<file path="config.mk">
export PLATFORM = sky130hd
export DESIGN_NAME = psc_system_control
export DESIGN_NICKNAME = d
export VERILOG_FILES = /design/src/core/psc_pkg.sv /design/src/core/psc_i2c_target.sv /design/src/core/psc_system_control.sv
export VERILOG_INCLUDE_DIRS = /design/src /design/src/core
export SDC_FILE = /design/constraint.sdc
export NUM_CORES = 1
export LEC_CHECK = 0
export ABC_AREA = 1
export BUFFER_PORTS_ARGS = -buffer_cell sky130_fd_sc_hd__buf_2
export CAP_MARGIN = 20
export CORE_AREA = 2 2 186 188
export DETAILED_ROUTE_END_ITERATION = 12
export DIE_AREA = 0 0 188 190
export GPL_TIMING_DRIVEN = 0
export HOLD_SLACK_MARGIN = 0.06
export PLACE_DENSITY = 0.58
export REMOVE_ABC_BUFFERS = 1
export SLEW_MARGIN = 20
export SYNTH_ARGS = -nofsm -noshare
export SYNTH_HDL_FRONTEND = slang
export SYNTH_SLANG_ARGS = --single-unit
</file>
<file path="constraint.sdc">
create_clock -name CLK -period 2.2 [get_ports CLK]
set_input_delay 0.11 -clock CLK [delete_from_list [all_inputs] [get_ports CLK]]
set_output_delay 0.11 -clock CLK [all_outputs]
set_load 0.1 [all_outputs]
</file>
<file path="src/core/psc_regs.svh">
`ifndef PSC_REGS_SVH
`define PSC_REGS_SVH
// register offsets
`define PSC_CTRL_OFS 8'h00
`define PSC_STAT_OFS 8'h01
`define PSC_BATT_OFS 8'h02
`define PSC_MASK_OFS 8'h03
// control register fields
`define PSC_WD_SR_BIT 0
`define PSC_WD_PC_BIT 1
`define PSC_SW_POWER_CYCLE_REQ_BIT 2
// status register fields
`define PSC_SR_FLAG_BIT 0
`define PSC_PC_FLAG_BIT 1
`define PSC_HOLD_BIT 2
`define PSC_ENIN_BIT 3
`define PSC_TWARN_BIT 4
`define PSC_TSHUT_BIT 5
// battery register fields
`define PSC_THR_LSB 0
`define PSC_BAT_EN_BIT 4
`define PSC_BAT_LOW_BIT 5
// mask register fields
`define PSC_BAT_UNMASK_BIT 0
`define PSC_TH_UNMASK_BIT 1
// reset values
`define PSC_THR_RST 4'h0
`define PSC_SYNC_RST 9'h007
// serial target address
`define PSC_DEV_ADDR 7'h5A
// timing
`define PSC_CLK_HZ 25000000
`define PSC_WDOG_S 4
`define PSC_LONG_PRESS_S 4
`define PSC_SW_POWER_CYCLE_REQ_MS 8
`define PSC_WDOG_CYC (`PSC_WDOG_S * `PSC_CLK_HZ)
`define PSC_LONG_CYC (`PSC_LONG_PRESS_S * `PSC_CLK_HZ)
`define PSC_SW_POWER_CYCLE_REQ_CYC (`PSC_SW_POWER_CYCLE_REQ_MS * (`PSC_CLK_HZ / 1000))
`define PSC_RST_CYC 1000
`define PSC_PCYC_OFF_CYC 2500
`define PSC_BOOT_WIN_CYC 5000
`endif

</file>
<file path="src/core/psc_pkg.sv">
`default_nettype none
package psc_pkg;
   // sequencer states, one-hot
   typedef enum logic [4:0] {
      ST_OFF = 5'h01,
      ST_BOOT = 5'h02,
      ST_RUN = 5'h04,
      ST_PCYC = 5'h08,
      ST_SHUT = 5'h10
   } psc_state_e;
   // serial target byte phases, one-hot
   typedef enum logic [4:0] {
      I2_IDLE = 5'h01,
      I2_DEV = 5'h02,
      I2_REG = 5'h04,
      I2_WDAT = 5'h08,
      I2_RDAT = 5'h10
   } psc_i2c_e;
endpackage
`default_nettype wire

</file>
<file path="src/core/psc_i2c_target.sv">
`timescale 1ns/1ps
`default_nettype none
`include "psc_regs.svh"
module psc_i2c_target
   import psc_pkg::*;
(
   // clock and reset
   input wire logic clk,
   input wire logic rstn,
   // synchronised bus lines
   input wire logic scl,
   input wire logic sda,
   output logic sda_oe_n,
   // register access
   output logic [7:0] addr,
   output logic [7:0] wdata,
   output logic wr,
   output logic rd,
   input wire logic [7:0] rdata,
   output logic hit
);
   logic scl_d, sda_d, rise, fall, start, stop;
   logic ack, tx_on, rd_d, byte_end, match;
   logic [3:0] cnt;
   logic [7:0] sh;
   logic [7:0] tx;
   psc_i2c_e ph;

   // edge history; 8 samples per 320 ns bus period is ample margin
   always_ff @(posedge clk or negedge rstn) begin
      if (!rstn) begin
         scl_d <= 1'b1;
         sda_d <= 1'b1;
      end else begin
         scl_d <= scl;
         sda_d <= sda;
      end
   end

   // bus conditions
   assign rise = scl && !scl_d;
   assign fall = !scl && scl_d;
   assign start = scl && scl_d && sda_d && !sda;
   assign stop = scl && scl_d && !sda_d && sda;
   assign byte_end = fall && !ack && cnt == 4'h8;
   assign match = sh[7:1] == `PSC_DEV_ADDR;

   ////////////////////////////////////////////////////////////////////////
   // byte framing and phase tracking
   always_ff @(posedge clk or negedge rstn) begin
      if (!rstn) begin
         ph <= I2_IDLE;
         cnt <= 4'h0;
         ack <= 1'b0;
         tx_on <= 1'b0;
         sh <= 8'h00;
         addr <= 8'h00;
      end else if (start) begin
         ph <= I2_DEV;
         cnt <= 4'h0;
         ack <= 1'b0;
         tx_on <= 1'b0;
      end else if (stop) begin
         ph <= I2_IDLE;
         ack <= 1'b0;
         tx_on <= 1'b0;
      end else if (ph != I2_IDLE) begin
         if (rise && !ack) begin
            sh <= {sh[6:0], sda};
            cnt <= cnt + 4'h1;
         end
         if (fall && ack) begin
            ack <= 1'b0;
            cnt <= 4'h0;
            tx_on <= ph == I2_RDAT;
         end
         if (byte_end) begin
            case (ph)
               I2_DEV: begin
                  if (match) begin
                     ack <= 1'b1;
                     ph <= sh[0] ? I2_RDAT : I2_REG;
                  end else begin
                     ph <= I2_IDLE;
                  end
               end
               I2_REG: begin
                  ack <= 1'b1;
                  addr <= sh;
                  ph <= I2_WDAT;
               end
               I2_WDAT: begin
                  ack <= 1'b1;
               end
               default: begin
                  ph <= I2_IDLE; // one byte out, then wait for stop
                  tx_on <= 1'b0;
               end
            endcase
         end
      end
   end

   // register strobes, one cycle each
   always_ff @(posedge clk or negedge rstn) begin
      if (!rstn) begin
         wr <= 1'b0;
         rd <= 1'b0;
         rd_d <= 1'b0;
         hit <= 1'b0;
         wdata <= 8'h00;
      end else begin
         wr <= byte_end && ph == I2_WDAT;
         rd <= byte_end && ph == I2_DEV && match && sh[0];
         rd_d <= rd;
         hit <= byte_end && ph == I2_DEV && match;
         if (byte_end) begin
            wdata <= sh;
         end
      end
   end

   // transmit shifter, msb first, moves on falling scl
   always_ff @(posedge clk or negedge rstn) begin
      if (!rstn) begin
         tx <= 8'hFF;
      end else if (rd_d) begin
         tx <= rdata;
      end else if (fall && tx_on && cnt != 4'h8) begin
         tx <= {tx[6:0], 1'b1};
      end
   end

   // open drain: enable low pulls the line low
   assign sda_oe_n = !(ack || (tx_on && !tx[7]));
endmodule
`default_nettype wire

</file>
<file path="src/core/psc_system_control.sv">
// The address-and-strobe port and the register offsets were decided locally.
`timescale 1ns/1ps
`default_nettype none
`include "psc_regs.svh"
// Contract
// - reset held low until start-up time-out
// - manual press: reset low, then release time-out
// - interrupt low while enabled condition active
// - interrupt sources masked after reset
// - enable-path press starts power-on sequence
// - no hold at release: all regulators off
// - running system stays on while hold high
// - running press reported on button status
// - watchdog runs only when enabled
// - addressed bus transaction restarts watchdog
// - watchdog expiry: soft reset or cycle
// - power-cycle request waits then cycles
// - bus target only, address 1011010
// - serial port works up to 400 kHz
// - single-byte register writes and reads
// - bytes msb first, rising edge, ack
// - battery monitor off until threshold written
// - battery flag one while below threshold
// - battery interrupt only when unmasked
// - thermal warning interrupt when unmasked
// - short press: soft reset, read-clear flag
// - long press: power cycle, read-clear flag
// - button status low while button pressed
// - thermal shutdown locks regulators off
module psc_system_control
   import psc_pkg::*;
#(
   parameter logic [26:0] RST_CYC = 27'(`PSC_RST_CYC),
   parameter logic [26:0] WDOG_CYC = 27'(`PSC_WDOG_CYC),
   parameter logic [26:0] LONG_CYC = 27'(`PSC_LONG_CYC),
   parameter logic [26:0] SW_POWER_CYCLE_REQ_CYC = 27'(`PSC_SW_POWER_CYCLE_REQ_CYC),
   parameter logic [26:0] PCYC_OFF_CYC = 27'(`PSC_PCYC_OFF_CYC),
   parameter logic [26:0] BOOT_WIN_CYC = 27'(`PSC_BOOT_WIN_CYC)
) (
   // clock and reset
   input wire logic CLK,
   input wire logic RSTN,
   // register port
   input wire logic [7:0] REG_ADDR,
   input wire logic [7:0] REG_WDATA,
   input wire logic REG_WR,
   input wire logic REG_RD,
   output logic [7:0] REG_RDATA,
   // serial bus
   input wire logic SCL_IN,
   input wire logic SDA_IN,
   output logic SDA_OUT,
   output logic SDA_OE_N,
   // button and host control
   input wire logic PUSH_BUTTON_IN_N,
   input wire logic MANUAL_RESET_PRESS,
   input wire logic POWER_HOLD_IN,
   input wire logic POWER_ENABLE_IN,
   // analog indications
   input wire logic BATTERY_CMP_LOW,
   input wire logic THERMAL_WARN,
   input wire logic THERMAL_SHUTDOWN,
   // open-drain outputs
   output logic RESET_OUT_N,
   output logic RESET_OUT_OE_N,
   output logic IRQ_OUT_N,
   output logic IRQ_OUT_OE_N,
   output logic BUTTON_STATUS_OUT_N,
   output logic BUTTON_STATUS_OUT_OE_N,
   // analog controls
   output logic REGULATORS_ON,
   output logic BATTERY_MONITOR_EN,
   output logic [3:0] BATTERY_THRESHOLD_SEL
);
   localparam logic [8:0] SYNC_RST = `PSC_SYNC_RST;

   logic [8:0] raw, sync_a, sync_b;
   logic scl_s, sda_s, pb_n_s, mr_s, hold_s, enin_s, bat_s, twarn_s, tshut_s;
   logic [7:0] i2c_addr, i2c_wdata, acc_addr, acc_wdata, rd_val, rdata;
   logic i2c_wr, i2c_rd, i2c_hit, host_acc, acc_wr, acc_rd, rd_stat;
   logic wd_sr_en, wd_pc_en, sw_power_cycle_req_req, bat_en, bat_unmask, th_unmask;
   logic [3:0] thr;
   logic soft_flag, pc_flag, bat_low, mr_d, short_rel, long_hit;
   logic wd_en, wd_exp, wd_soft, wd_pc, sw_power_cycle_req_fire, pcyc_go, pcyc_done;
   logic [26:0] press_cnt, wd_cnt, sw_power_cycle_req_cnt, st_cnt, rst_cnt;
   psc_state_e st, next_st;
   logic auto_boot, regs_on, rst_hold, rst_drive, irq_drive, pb_stat;

   ////////////////////////////////////////////////////////////////////////
   // pin synchronisers, two stages per input
   assign raw = {THERMAL_SHUTDOWN, THERMAL_WARN, BATTERY_CMP_LOW,
                 POWER_ENABLE_IN, POWER_HOLD_IN, MANUAL_RESET_PRESS,
                 PUSH_BUTTON_IN_N, SDA_IN, SCL_IN};
   for (genvar i = 0; i < 9; i++) begin : g_sync
      always_ff @(posedge CLK or negedge RSTN) begin
         if (!RSTN) begin
            sync_a[i] <= SYNC_RST[i];
            sync_b[i] <= SYNC_RST[i];
         end else begin
            sync_a[i] <= raw[i];
            sync_b[i] <= sync_a[i];
         end
      end
   end
   assign {tshut_s, twarn_s, bat_s, enin_s, hold_s, mr_s, pb_n_s,
           sda_s, scl_s} = sync_b;

   ////////////////////////////////////////////////////////////////////////
   // serial target
   psc_i2c_target u_i2c (
      .clk(CLK),
      .rstn(RSTN),
      .scl(scl_s),
      .sda(sda_s),
      .sda_oe_n(SDA_OE_N),
      .addr(i2c_addr),
      .wdata(i2c_wdata),
      .wr(i2c_wr),
      .rd(i2c_rd),
      .rdata(rdata),
      .hit(i2c_hit)
   );
   assign SDA_OUT = 1'b0;

   // register access mux; the plain port wins a same-cycle collision
   assign host_acc = REG_WR | REG_RD;
   assign acc_addr = host_acc ? REG_ADDR : i2c_addr;
   assign acc_wdata = REG_WR ? REG_WDATA : i2c_wdata;
   assign acc_wr = REG_WR | (i2c_wr & !host_acc);
   assign acc_rd = REG_RD | (i2c_rd & !host_acc);
   assign rd_stat = acc_rd && acc_addr == `PSC_STAT_OFS;

   ////////////////////////////////////////////////////////////////////////
   // control register: watchdog enables
   always_ff @(posedge CLK or negedge RSTN) begin
      if (!RSTN) begin
         wd_sr_en <= 1'b0;
         wd_pc_en <= 1'b0;
      end else if (acc_wr && acc_addr == `PSC_CTRL_OFS) begin
         wd_sr_en <= acc_wdata[`PSC_WD_SR_BIT];
         wd_pc_en <= acc_wdata[`PSC_WD_PC_BIT];
      end
   end

   // power-cycle request, self clearing; a new write beats the clear
   always_ff @(posedge CLK or negedge RSTN) begin
      if (!RSTN) begin
         sw_power_cycle_req_req <= 1'b0;
      end else if (acc_wr && acc_addr == `PSC_CTRL_OFS &&
                   acc_wdata[`PSC_SW_POWER_CYCLE_REQ_BIT]) begin
         sw_power_cycle_req_req <= 1'b1;
      end else if (sw_power_cycle_req_fire || !regs_on) begin
         sw_power_cycle_req_req <= 1'b0;
      end
   end

   // battery threshold; first write turns the comparator on
   always_ff @(posedge CLK or negedge RSTN) begin
      if (!RSTN) begin
         thr <= `PSC_THR_RST;
         bat_en <= 1'b0;
      end else if (acc_wr && acc_addr == `PSC_BATT_OFS) begin
         thr <= acc_wdata[`PSC_THR_LSB +: 4];
         bat_en <= 1'b1;
      end
   end

   // interrupt unmask bits, all masked out of reset
   always_ff @(posedge CLK or negedge RSTN) begin
      if (!RSTN) begin
         bat_unmask <= 1'b0;
         th_unmask <= 1'b0;
      end else if (acc_wr && acc_addr == `PSC_MASK_OFS) begin
         bat_unmask <= acc_wdata[`PSC_BAT_UNMASK_BIT];
         th_unmask <= acc_wdata[`PSC_TH_UNMASK_BIT];
      end
   end

   // event flags; set wins over a read in the same cycle
   always_ff @(posedge CLK or negedge RSTN) begin
      if (!RSTN) begin
         soft_flag <= 1'b0;
         pc_flag <= 1'b0;
      end else begin
         if (short_rel || wd_soft) begin
            soft_flag <= 1'b1;
         end else if (rd_stat) begin
            soft_flag <= 1'b0;
         end
         if (pcyc_done) begin
            pc_flag <= 1'b1;
         end else if (rd_stat) begin
            pc_flag <= 1'b0;
         end
      end
   end

   // read decode
   always_comb begin
      rd_val = 8'h00;
      if (acc_addr == `PSC_CTRL_OFS) begin
         rd_val[`PSC_WD_SR_BIT] = wd_sr_en;
         rd_val[`PSC_WD_PC_BIT] = wd_pc_en;
         rd_val[`PSC_SW_POWER_CYCLE_REQ_BIT] = sw_power_cycle_req_req;
      end else if (acc_addr == `PSC_STAT_OFS) begin
         rd_val[`PSC_SR_FLAG_BIT] = soft_flag;
         rd_val[`PSC_PC_FLAG_BIT] = pc_flag;
         rd_val[`PSC_HOLD_BIT] = hold_s;
         rd_val[`PSC_ENIN_BIT] = enin_s;
         rd_val[`PSC_TWARN_BIT] = twarn_s;
         rd_val[`PSC_TSHUT_BIT] = tshut_s;
      end else if (acc_addr == `PSC_BATT_OFS) begin
         rd_val[`PSC_THR_LSB +: 4] = thr;
         rd_val[`PSC_BAT_EN_BIT] = bat_en;
         rd_val[`PSC_BAT_LOW_BIT] = bat_low;
      end else if (acc_addr == `PSC_MASK_OFS) begin
         rd_val[`PSC_BAT_UNMASK_BIT] = bat_unmask;
         rd_val[`PSC_TH_UNMASK_BIT] = th_unmask;
      end
   end

   // read data only in the cycle after the strobe
   always_ff @(posedge CLK or negedge RSTN) begin
      if (!RSTN) begin
         rdata <= 8'h00;
      end else begin
         rdata <= acc_rd ? rd_val : 8'h00;
      end
   end
   assign REG_RDATA = rdata;

   ////////////////////////////////////////////////////////////////////////
   // manual-reset press timer
   always_ff @(posedge CLK or negedge RSTN) begin
      if (!RSTN) begin
         press_cnt <= 27'h0;
         mr_d <= 1'b0;
      end else begin
         mr_d <= mr_s;
         if (!mr_s) begin
            press_cnt <= 27'h0;
         end else if (press_cnt != LONG_CYC) begin
            press_cnt <= press_cnt + 27'h1;
         end
      end
   end
   assign short_rel = mr_d && !mr_s && press_cnt < LONG_CYC &&
                      st == ST_RUN;
   assign long_hit = mr_s && press_cnt == LONG_CYC - 27'h1 &&
                     st == ST_RUN;

   // watchdog: idle unless an enable is set
   assign wd_en = wd_sr_en | wd_pc_en;
   assign wd_exp = wd_en && st == ST_RUN && !i2c_hit &&
                   wd_cnt == WDOG_CYC - 27'h1;
   assign wd_pc = wd_exp && wd_pc_en;
   assign wd_soft = wd_exp && !wd_pc_en;
   always_ff @(posedge CLK or negedge RSTN) begin
      if (!RSTN) begin
         wd_cnt <= 27'h0;
      end else if (!wd_en || i2c_hit || st != ST_RUN || wd_exp) begin
         wd_cnt <= 27'h0;
      end else begin
         wd_cnt <= wd_cnt + 27'h1;
      end
   end

   // delay between a software request and the power cycle
   assign sw_power_cycle_req_fire = sw_power_cycle_req_req && st == ST_RUN &&
                      sw_power_cycle_req_cnt == SW_POWER_CYCLE_REQ_CYC - 27'h1;
   always_ff @(posedge CLK or negedge RSTN) begin
      if (!RSTN) begin
         sw_power_cycle_req_cnt <= 27'h0;
      end else if (!sw_power_cycle_req_req || st != ST_RUN || sw_power_cycle_req_fire) begin
         sw_power_cycle_req_cnt <= 27'h0;
      end else begin
         sw_power_cycle_req_cnt <= sw_power_cycle_req_cnt + 27'h1;
      end
   end

   ////////////////////////////////////////////////////////////////////////
   // power sequencer
   assign pcyc_go = long_hit | wd_pc | sw_power_cycle_req_fire;
   assign pcyc_done = st == ST_PCYC && st_cnt == PCYC_OFF_CYC - 27'h1;
   always_comb begin
      next_st = st;
      case (st)
         ST_OFF: begin
            if (!pb_n_s && !mr_s) begin
               next_st = ST_BOOT;
            end
         end
         ST_BOOT: begin
            // after an automatic restart the host gets a boot window
            if (pb_n_s && (!auto_boot || st_cnt >= BOOT_WIN_CYC)) begin
               next_st = hold_s ? ST_RUN : ST_OFF;
            end
         end
         ST_RUN: begin
            if (pcyc_go) begin
               next_st = ST_PCYC;
            end else if (!hold_s) begin
               next_st = ST_OFF;
            end
         end
         ST_PCYC: begin
            if (pcyc_done) begin
               next_st = ST_BOOT;
            end
         end
         ST_SHUT: begin
            if (!tshut_s) begin
               next_st = ST_OFF;
            end
         end
         default: begin
            next_st = ST_OFF;
         end
      endcase
      if (tshut_s) begin
         next_st = ST_SHUT;
      end
   end

   // state, time in state and restart marker
   always_ff @(posedge CLK or negedge RSTN) begin
      if (!RSTN) begin
         st <= ST_OFF;
         st_cnt <= 27'h0;
         auto_boot <= 1'b0;
      end else begin
         st <= next_st;
         st_cnt <= (next_st != st) ? 27'h0 : st_cnt + 27'h1;
         if (next_st == ST_BOOT && st != ST_BOOT) begin
            auto_boot <= st == ST_PCYC;
         end
      end
   end
   assign regs_on = st == ST_BOOT || st == ST_RUN;
   assign REGULATORS_ON = regs_on;

   ////////////////////////////////////////////////////////////////////////
   // reset output; one counter times both start-up and manual release
   assign rst_hold = !regs_on || mr_s || wd_soft;
   always_ff @(posedge CLK or negedge RSTN) begin
      if (!RSTN) begin
         rst_cnt <= 27'h0;
         rst_drive <= 1'b1;
      end else begin
         if (rst_hold) begin
            rst_cnt <= 27'h0;
         end else if (rst_cnt != RST_CYC) begin
            rst_cnt <= rst_cnt + 27'h1;
         end
         rst_drive <= rst_hold || rst_cnt != RST_CYC;
      end
   end

   // interrupt and button status, both level driven
   assign bat_low = bat_en && bat_s;
   always_ff @(posedge CLK or negedge RSTN) begin
      if (!RSTN) begin
         irq_drive <= 1'b0;
         pb_stat <= 1'b0;
      end else begin
         irq_drive <= (bat_low && bat_unmask) ||
                      (twarn_s && th_unmask);
         pb_stat <= !pb_n_s;
      end
   end

   // open-drain pins: enable low pulls the pin low
   assign RESET_OUT_N = 1'b0;
   assign RESET_OUT_OE_N = !rst_drive;
   assign IRQ_OUT_N = 1'b0;
   assign IRQ_OUT_OE_N = !irq_drive;
   assign BUTTON_STATUS_OUT_N = 1'b0;
   assign BUTTON_STATUS_OUT_OE_N = !pb_stat;
   assign BATTERY_MONITOR_EN = bat_en;
   assign BATTERY_THRESHOLD_SEL = thr;
endmodule
`default_nettype wire

</file>
==> flow_summary.yaml <==
timing:
  max_freq_mhz: 465
  worst_slew_pin_slew_ns: 0.698
  clock_skew_ns: 0.0233
  rsz0062_at_grt: "yes"
  period_needed_ns: 2.15
  hold_viol: 0
  drv_slew: 0
  slew_headroom_pct: 53.1
  setup_violations: 0
  period_share_pct: 97.8
die:
  pin_count: 51
  placement_rows: 68
  die_area_um2: 35700
  initial_utilization_pct: 34.2
  core-area_um2: 33900
  dieHeight_um: 190
  die_w_um: 188
critical_path:
  worst-path-buf-inv: 2
  crit_top_cell: "nor2_4"
  arrival_ns: 2.61
  cp-end-kind: "register"
  worst-endpoint-required_ns: 2.66
  path_max_fanout: 7
  path_class: "register to register"
  slowest_delay_ns: 0.39
  critical_path.top_delay_family: "simple AND/OR/NAND/NOR gates"
  cp-start-kind: "register"
  slowest_stage: "dfrtp_1"
  crit_path_cell_trace: "ha_4, nand2_4, nor2_4, nand2_4, inv_4, nand2_4, nor2_4, nand3_2, nand4_1, nand2_1, nand2_1, nand2_2, nor2_4, nand3_4, clkbuf_16, nor2_4"
yosys:
  synth_top_family_by_area: "simple AND/OR/NAND/NOR gates"
  synth_xor_area_share_pct: 2.71
  synthTopCellsByArea: "dfrtp_1, nand2_1, inv_1, nor2_1, dfstp_2"
  synth-seq-cells: 226
  yosys.area_share.simple_pct: 28.4
  syn_area_um2: 11600
  synth_cell_type_count: 62
  ys.flop_type: "dfrtp_1"
  yosysTopAreaCellShare_pct: 44.6
  yosys.area_share.adder_pct: 1.08
  seq_area_frac_synth_pct: 48.9
  synth-async-reset-ratio_pct: 100
  synth_edf_count: 0
  synth_compound_area_share_pct: 10.2
  synthMuxAreaShare_pct: 0.484
  yosys_warnings: 0
  synth_top_area_cell: "dfrtp_1"
  synthCells: 1418
  post_synth.cell_area_avg_um2: 8.20
final_layout:
  area_growth_pct: 23.8
  finalNonFillerCells: 2012
  final_nets: 1575
  drive_gt1_share_pct: 20.9
  antenna_cells: 0
  utilization_pct: 42.4
routing:
  routed_wl_mm: 26.1
  post_drt_via_cell_ratio: 4.75
  drc: 0
  drt_iter0_drc: 602
  vias: 9561
  detail-route-antenna-nets: 0
  drt-pass1-iter-count: 5
  wl_per_cell_um: 12.9
global_routing:
  grt-ovfl-total: 0
  antenna_found_initial: 0
  grt_max_degree: 93
  grt_usage_pct: 14.7
  grt_pass1_vias: 9364
  grt_pass1_wl_mm: 44.5
placed_design:
  dp_hpwl_mm: 17.9
  portBuffers: 40
  gp_congestion: 0.823
  dp_cells: 1897
clocking:
  cts_tree: "built"
  cts_made_buffers: 27
  cts.sink_count: 226
  clockBufferDepth: 3
  cts_max_level: 1
  clk-insertion-delay-late_ns: 0.54
  cts_root_buf: "clkbuf_16"
  clk_transition_reported_paths_ns: 0.06
job:
  drv_cap: 0
power:
  leakage_nw: 6.07
  ir_drop_uv: 666
  power_density_nw_per_um2: 719
  finalPower_mw: 10.3
outcome:
  outcome: "completed"
min_path:
  hp-class: "input pin to register"
sequential cells by signal, summed over array words and instances, names as in the netlist, 4 cells and up:
| register | count |
|---|---|
| BATTERY_THRESHOLD_SEL | 4 |
| REG_RDATA | 6 |
| press_cnt | 27 |
| rst_cnt | 27 |
| st | 5 |
| st_cnt | 27 |
| sw_power_cycle_req_cnt | 27 |
| sync_a | 9 |
| u_i2c.addr | 8 |
| u_i2c.cnt | 4 |
| u_i2c.ph | 5 |
| u_i2c.sh | 8 |
| u_i2c.tx | 8 |
| u_i2c.wdata | 4 |
| wd_cnt | 27 |
routing by layer:
layer / share of wire (%) / GRT usage (%) / up-vias
li1: - / - / 4872
met1: 49 / 20.1 / 4525
met2: 46 / 24.4 / 121
met3: 2.6 / 2.01 / 43
met4: 2.8 / 4.24 / 0
met5: 0 / 0 / -
tightest hold or removal path, stage by stage:
cell	delay (ns)
buf_2	0.17
a21oi_1	0.13
a21oi_1	0.16
power breakdown:
part	switching, mW	leakage (nW)	internal [mW]
combinational	0.695	2.60	0.279
clock	1.75	0.474	3.03
sequential	0.196	3.01	4.39
total	2.64	6.07	7.70
repair_timing:
| item | in CTS | in global routing |
|---|---|---|
| hold buffers | 14 | 0 |
| gates resized for setup | 40 | 106 |
| pin swaps | 9 | 35 |
| setup endpoints to repair | 93 | 93 |
| cloned | 2 | 2 |
| endpoints found under the hold margin | 224 | 0 |
| buffers inserted | 23 | 24 |
cells in the mapped netlist, drive strengths merged (11+ instances only):
master,n
nand2,244
nor2,230
inv,209
dfrtp,207
o21ai,94
a21oi,78
nand3,76
nor3,60
nand4,43
xor2,25
nor4,24
dfstp,19
buf,14
xnor2,11
layout by cell type (no fill, tap or decap), types with 19 or more instances in the layout:
master	n
nor3_1	48
dfstp_2	19
inv_1	192
buf_4	44
nor4_1	19
nand3_1	65
dfrtp_1	200
nor2_4	39
a21oi_1	77
xor2_1	25
buf_2	38
clkbuf_16	28
nand4_1	42
o21ai_0	90
nor2_2	33
nand2_1	221
nor2_1	157
path summary, 6_finish.rpt:
check	startpoint	endpoint	slack, ns	cells after the start
setup / recovery	wd_cnt[0]	st_cnt[21]	0.05	16
hold / removal	REG_RD	REG_RDATA[1]	0.08	3
setup reg to reg	wd_cnt[0]	st_cnt[21]	0.05	16
hold reg to reg	sync_a[3]	mr_s	0.35	0
max in group asynchronous	RSTN	u_i2c.scl_d	1.25	3
min in group asynchronous	RSTN	st_cnt[8]	0.13	2
final cells by class:
cell class,instances,area [µm²]
clock buffer,39,771
clock inverter,11,201
fill,3343,19600
inverter,211,807
multi-input combinational,963,5480
sequential,226,5690
tap,455,569
timing repair buffer,106,866
timing repair inverter,1,7.51
logic make-up (layout without fill, tap and decap cells):
family / count (synthesis) / in the layout
multiplexers: 5 / 5
XOR/XNOR: 36 / 36
flip-flops: 226 / 226
other: 1 / 6
AO/OA/AOI/OAI: 214 / 214
buffers and inverters: 235 / 368
adder cells (fa/ha/maj): 10 / 10
AND/OR/NAND/NOR: 691 / 692
stage by stage:
stage / worst slack [ns] / hold slack (ns) / cell area [µm²] / setup TNS, ns
2_1_floorplan: -0.560 / -0.186 / 11500 / -12.11
3_3_place_gp: -3.14 / 0.216 / 12200 / -734.15
3_5_place_dp: -0.822 / 0.0951 / 12300 / -35.88
4_1_cts: 0.00149 / 0.0650 / 13800 / 0
5_1_grt: -0.117 / 0.0974 / 14400 / -2.80
6_report: 0.0475 / 0.0847 / 14400 / 0
(Power assumes the default switching activity.)
